===== src/verilog/slfc_fifo.sv =====
// Synchronous valid/ready FIFO for received frame characters
`timescale 1ns/1ps
module slfc_fifo #(
  parameter int WIDTH = 9,
  parameter int DEPTH = 16
) (
  input wire logic sys_clk_in,
  input wire logic nrst_in,
  input wire logic in_valid_in,
  output logic in_ready_out,
  input wire logic [WIDTH-1:0] in_data_in,
  output logic out_valid_out,
  input wire logic out_ready_in,
  output logic [WIDTH-1:0] out_data_out
);
  localparam int AW = $clog2(DEPTH);
  logic [WIDTH-1:0] mem [DEPTH];
  logic [AW-1:0] wr_ptr;
  logic [AW-1:0] rd_ptr;
  logic [AW:0] count;
  wire push = in_valid_in && (count != (AW+1)'(DEPTH));
  wire pop = out_ready_in && (count != '0);
  assign in_ready_out = (count != (AW+1)'(DEPTH));
  assign out_valid_out = (count != '0);
  assign out_data_out = mem[rd_ptr];
  always_ff @(posedge sys_clk_in) begin
    if (push) begin
      mem[wr_ptr] <= in_data_in;
    end
  end
  always_ff @(posedge sys_clk_in) begin
    if (!nrst_in) begin
      wr_ptr <= '0;
      rd_ptr <= '0;
      count <= '0;
    end else begin
      if (push) begin
        wr_ptr <= (wr_ptr == AW'(DEPTH-1)) ? '0 : wr_ptr + 1'b1;
      end
      if (pop) begin
        rd_ptr <= (rd_ptr == AW'(DEPTH-1)) ? '0 : rd_ptr + 1'b1;
      end
      count <= count + (AW+1)'(push) - (AW+1)'(pop);
    end
  end
  a_fifo_bound: assert property (@(posedge sys_clk_in) disable iff (!nrst_in)
    count <= (AW+1)'(DEPTH)) else $error("fifo count above depth");
endmodule // slfc_fifo


===== config.mk =====
export PLATFORM = sky130hd
export DESIGN_NAME = slfc_fifo
export DESIGN_NICKNAME = d
export VERILOG_FILES = /design/src/verilog/slfc_fifo.sv
export SDC_FILE = /design/constraint.sdc
export NUM_CORES = 1
export LEC_CHECK = 0
export BUFFER_PORTS_ARGS = -buffer_cell sky130_fd_sc_hd__buf_2
export CORE_MARGIN = 2
export CORE_UTILIZATION = 45
export CTS_CLUSTER_SIZE = 20
export DETAILED_ROUTE_END_ITERATION = 8
export PLACE_DENSITY = 0.58
export SETUP_SLACK_MARGIN = 0.05
export SYNTH_ARGS = -nofsm -noshare
export SYNTH_HDL_FRONTEND = slang
export SYNTH_SLANG_ARGS = --single-unit

===== constraint.sdc =====
create_clock -name sys_clk_in -period 7 [get_ports sys_clk_in]
set_clock_uncertainty 0.05 [all_clocks]
set_input_delay 1.4 -clock sys_clk_in [delete_from_list [all_inputs] [get_ports sys_clk_in]]
set_output_delay 1.4 -clock sys_clk_in [all_outputs]
set_load 0.03 [all_outputs]

# Yosys cells after proc, flatten, opt, wreduce, memory -nomap -nowiden

Memory sizes are Yosys's and may differ from the RTL's. A register that Yosys moved wholly into a read port is not among the register bits.
Cells that the tools add are included.

Add/subtract/negate cells: 4
Multipliers: 0
Divide/modulo/power cells: 0
Order comparisons: 0
Equality and inequality tests: 3
Shift operators: 0
Muxes and demuxes: 6
Bitwise gates (word level): 0
Reductions and logical operators: 3

Operators by type and width:

| operator            | count |
|---|---|
| $mux 4              | 4 |
| $add 4x1->4 const B | 2 |
| $eq 4x4->1 const B  | 2 |
| $add 5x1->5         | 1 |
| $ne 5x5->1 const B  | 1 |
| $reduce_bool 5->1   | 1 |
| $sub 5x1->5         | 1 |
| $logic_and 1x1->1   | 2 |
| $mux 1              | 2 |

Register bits: 13
Latch bits: 0
Bits in writable memories: 144
Memory bits (read-only): 0
Input port bits: 13
Output and inout bits: 11
Logic and storage cells: 20
Memories: 1

Memories:

| name | words | bits a word | rd ports | clocked after memory_dff | write ports | RTL line | text |
|---|---|---|---|---|---|---|---|
| mem  | 16    | 9           | 1        | 1                        | 1           | 17       | `logic [WIDTH-1:0] mem [DEPTH];` |

# Longest topological paths before layout

Word-level depth: 4
Depth in mapped cells: 15
Gate-level depth less buffers: 14

# Worst setup path after synthesis

No wires, ideal clock.

Path type: input -> register
Start: input port in_valid_in
End: register count[4]
Library setup time: 116 ps
Data arrival time: 3138 ps
Data required time: 6834 ps
Setup slack: 3696 ps
Cell stages on the path: 12
Buffers on the path: 1
Cells stage by stage: and2_1 buf_2 inv_1 ha_1 inv_1 ha_1 inv_1 fa_1 nand2b_1 a21oi_1 o21ai_0 and3b_1

Word-level cells in the longest chain between the ends: 3

RTL lines:

| item                 | RTL line | text |
|---|---|---|
| from (decl)          | 9        | `input wire logic in_valid_in,` |
| $logic_and 1x1->1    | 21       | `wire push = in_valid_in && (count != (AW+1)'(DEPTH));` |
| $add 5x1->5          | 43       | `count <= count + (AW+1)'(push) - (AW+1)'(pop);` |
| $sub 5x1->5          | 43       |  |
| to (signal assigned) | 43       |  |
| to (decl)            | 20       | `logic [AW:0] count;` |

Every way passes these cells.
A chain may end at the register's enable or synchronous reset.

==> out/metrics.csv <==
metric;value;unit
cap_violations;0;
hold_path_class;register to register;
place_ws;3.43;ns
synth_top_family_by_area;multiplexers;
max_stage_delay;0.64;ns
yosys.area.top_type;edfxtp_1;
max_clock_freq;0.252;GHz
drive_above_1_share;0.209;
synth_mux_area_frac;0.135;
min_period_over_period;0.567;
die_w;124;microns
synth_compound_area_frac;0.0357;
synthFlopType;edfxtp_1;
power_switching;0.640;mW
areaGrowthSynthToFinish;14.2;%
worstPathCellList;buf_4, mux4_1, a22oi_1, nand2_1, buf_2;
grtUsageTotal;0.181;
yosysUniqueCellTypes;38;
clock_latency;0.42;ns
fin_area;7350;sq um
firstDrtPassIters;4;
tns;0;ns
internal_power;1.96;mW
path_clk_slew;0.06;ns
clock-root-buffer;clkbuf_16;
cts-resized-gates;0;
place_congestion;0.732;
maxSlewViolCount;0;
die_area;15300;sq um
via_per_inst;5.64;
synth_warnings;0;
rrSetupSlack;4.01;ns
sequentialPowerShare;0.429;
grt_pass1_wl;19.0;mm
swShare;0.246;
grt_pass1_vias;3182;
synthSimpleGateAreaFrac;0.0490;
setup_violations;0;
path_delay_family;buffers and inverters;
finalCriticalPeriod;3.97;ns
async_reset_ff_frac;0;
postCtsHoldBufs;0;
synth_common_cells;edfxtp_1, nand2_1, mux4_2;
critPathBufInv;2;
die_h;124;microns
crit_arrival;2.52;ns
drtIter0Drc;351;
synth_edf_count;144;
synth_top_area_frac;0.671;
cp-end-kind;primary output;
ys_ff_latch;161;
ios;24;
rsz0062_at_grt;no;
post_cts_buffers;0;
cts.sinks;161;
register_area;4670;sq um
start_util;0.462;
cp.required;5.55;ns
dp_hpwl;7.81;mm
start_kind;register;
clockBufferDepth;2;
powerDensity;354;nW/um^2
syn_avg_cell_area;19.1;sq um
rows;43;
final_util;0.528;
syn_inst;337;
place_area;6710;sq um
synthXorXnorAreaFrac;0.00544;
cts_tree;built;
multi_input_area;1610;sq um
drc;0;
postRouteAntennaNets;0;
synth_area_leaders;edfxtp_1, mux4_2, mux4_1;
syn-num-nets;362;
antenna_found_initial;0;
diodes;0;
io_buffers;23;
worstPathMaxFanout;36;
grt_overflow;0;
worstMarginPinSlew;1.17;ns
final_hold_viol_count;0;
cp_slowest_cell;mux4_1;
final_nets;395;
seq_area_frac_synth;0.724;
setup_ws;3.03;ns
p_comb_frac;0.182;
outcome;completed;
vias;3178;
grt_max_degree;37;
path_class;register to primary output;
cts_max_level;4;
clockPowerShare;0.390;
synth_fa_ha_area_frac;0.0245;
wirelength;12.4;mm
slew_headroom;0.217;
synth.most_common_cell;edfxtp_1;
p_leak;2.45;nW
ir_worst_vdd;172;uV
wl_per_cell;22.1;microns
cts_made_buffers;17;
nFillCells;1124;
synth_area;6440;sq um
coreArea;13900;sq um
-- kinds of logic (layout without fill, tap and decap cells) --
family	Yosys count	count (layout)
AO/OA/AOI/OAI	32	32
XOR/XNOR	4	4
adder cells (fa/ha/maj)	12	12
buffers and inverters	28	74
flip-flops	161	161
multiplexers	36	36
AND/OR/NAND/NOR	64	64
-- cell usage in the layout (no fill, tap or decap), types with 6 or more instances in the layout --
master / count
clkbuf_16: 17
nand2_1: 22
and2_1: 6
a22oi_1: 18
ha_1: 11
inv_1: 13
buf_2: 23
buf_4: 6
mux4_2: 21
dfxtp_1: 16
nand3_1: 6
edfxtp_1: 144
nor2_1: 13
mux4_1: 15
bufinv_16: 6
-- power by group through the flow --
stage	registers, mW	logic [mW]	clock network [mW]
3_5_place_dp	1.14	0.483	0
6_report	1.12	0.473	1.01
4_1_cts	1.12	0.483	1.03
3_3_place_gp	1.13	0.474	0
5_1_grt	1.12	0.527	1.06
2_1_floorplan	1.13	0.378	0
-- through the flow --
stage          hold slack, ns  total power, mW  instances
6_report                0.478             2.60        563
5_1_grt                 0.524             2.71        563
4_1_cts                 0.483             2.63        563
3_5_place_dp            0.475             1.62        531
3_3_place_gp            0.456             1.61        531
2_1_floorplan           0.422             1.51        337
-- worst paths after layout --
| check | to | start | cells after the start |
|---|---|---|---|
| worst max-delay path | out_data_out[5] | register | 5 |
| worst min register to register | rd_ptr[1] | rd_ptr[1] | 2 |
| worst min-delay path | rd_ptr[1] | rd_ptr[1] | 2 |
| worst max register to register | count[4] | count[2] | 14 |
-- layout make-up --
cell class | instances | area share
multi-input cells | 148 | 0.218
clock buffers | 19 | 0.0589
well taps | 180 | 0.0306
clock inverters | 13 | 0.0293
repair buffers | 29 | 0.0218
flip-flops and latches | 161 | 0.635
inverters | 13 | 0.00664
-- worst reg2reg max path, delay by kind of cell, from the launching register on --
| kind | cells | cell delay [ns] |
|---|---|---|
| simple gates | 4 | 1.05 |
| fa+ha+maj | 4 | 0.95 |
| flops | 1 | 0.32 |
| buf+inv | 4 | 0.26 |
| compound gates | 2 | 0.26 |
-- layer usage --
layer / global-route usage / vias to the layer above / share of wire
li1: - / 1423 / -
met1: 0.240 / 1651 / 0.43
met2: 0.292 / 87 / 0.51
met3: 0.0389 / 17 / 0.044
met4: 0.0746 / 0 / 0.017
met5: 0 / - / 0
-- state kept, by name (all words and copies together) (netlist names), named ones only --
register / cells
wr_ptr: 4
count: 5
rd_ptr: 4
mem: 144
Note: power is estimated with default switching activity, not from simulation.
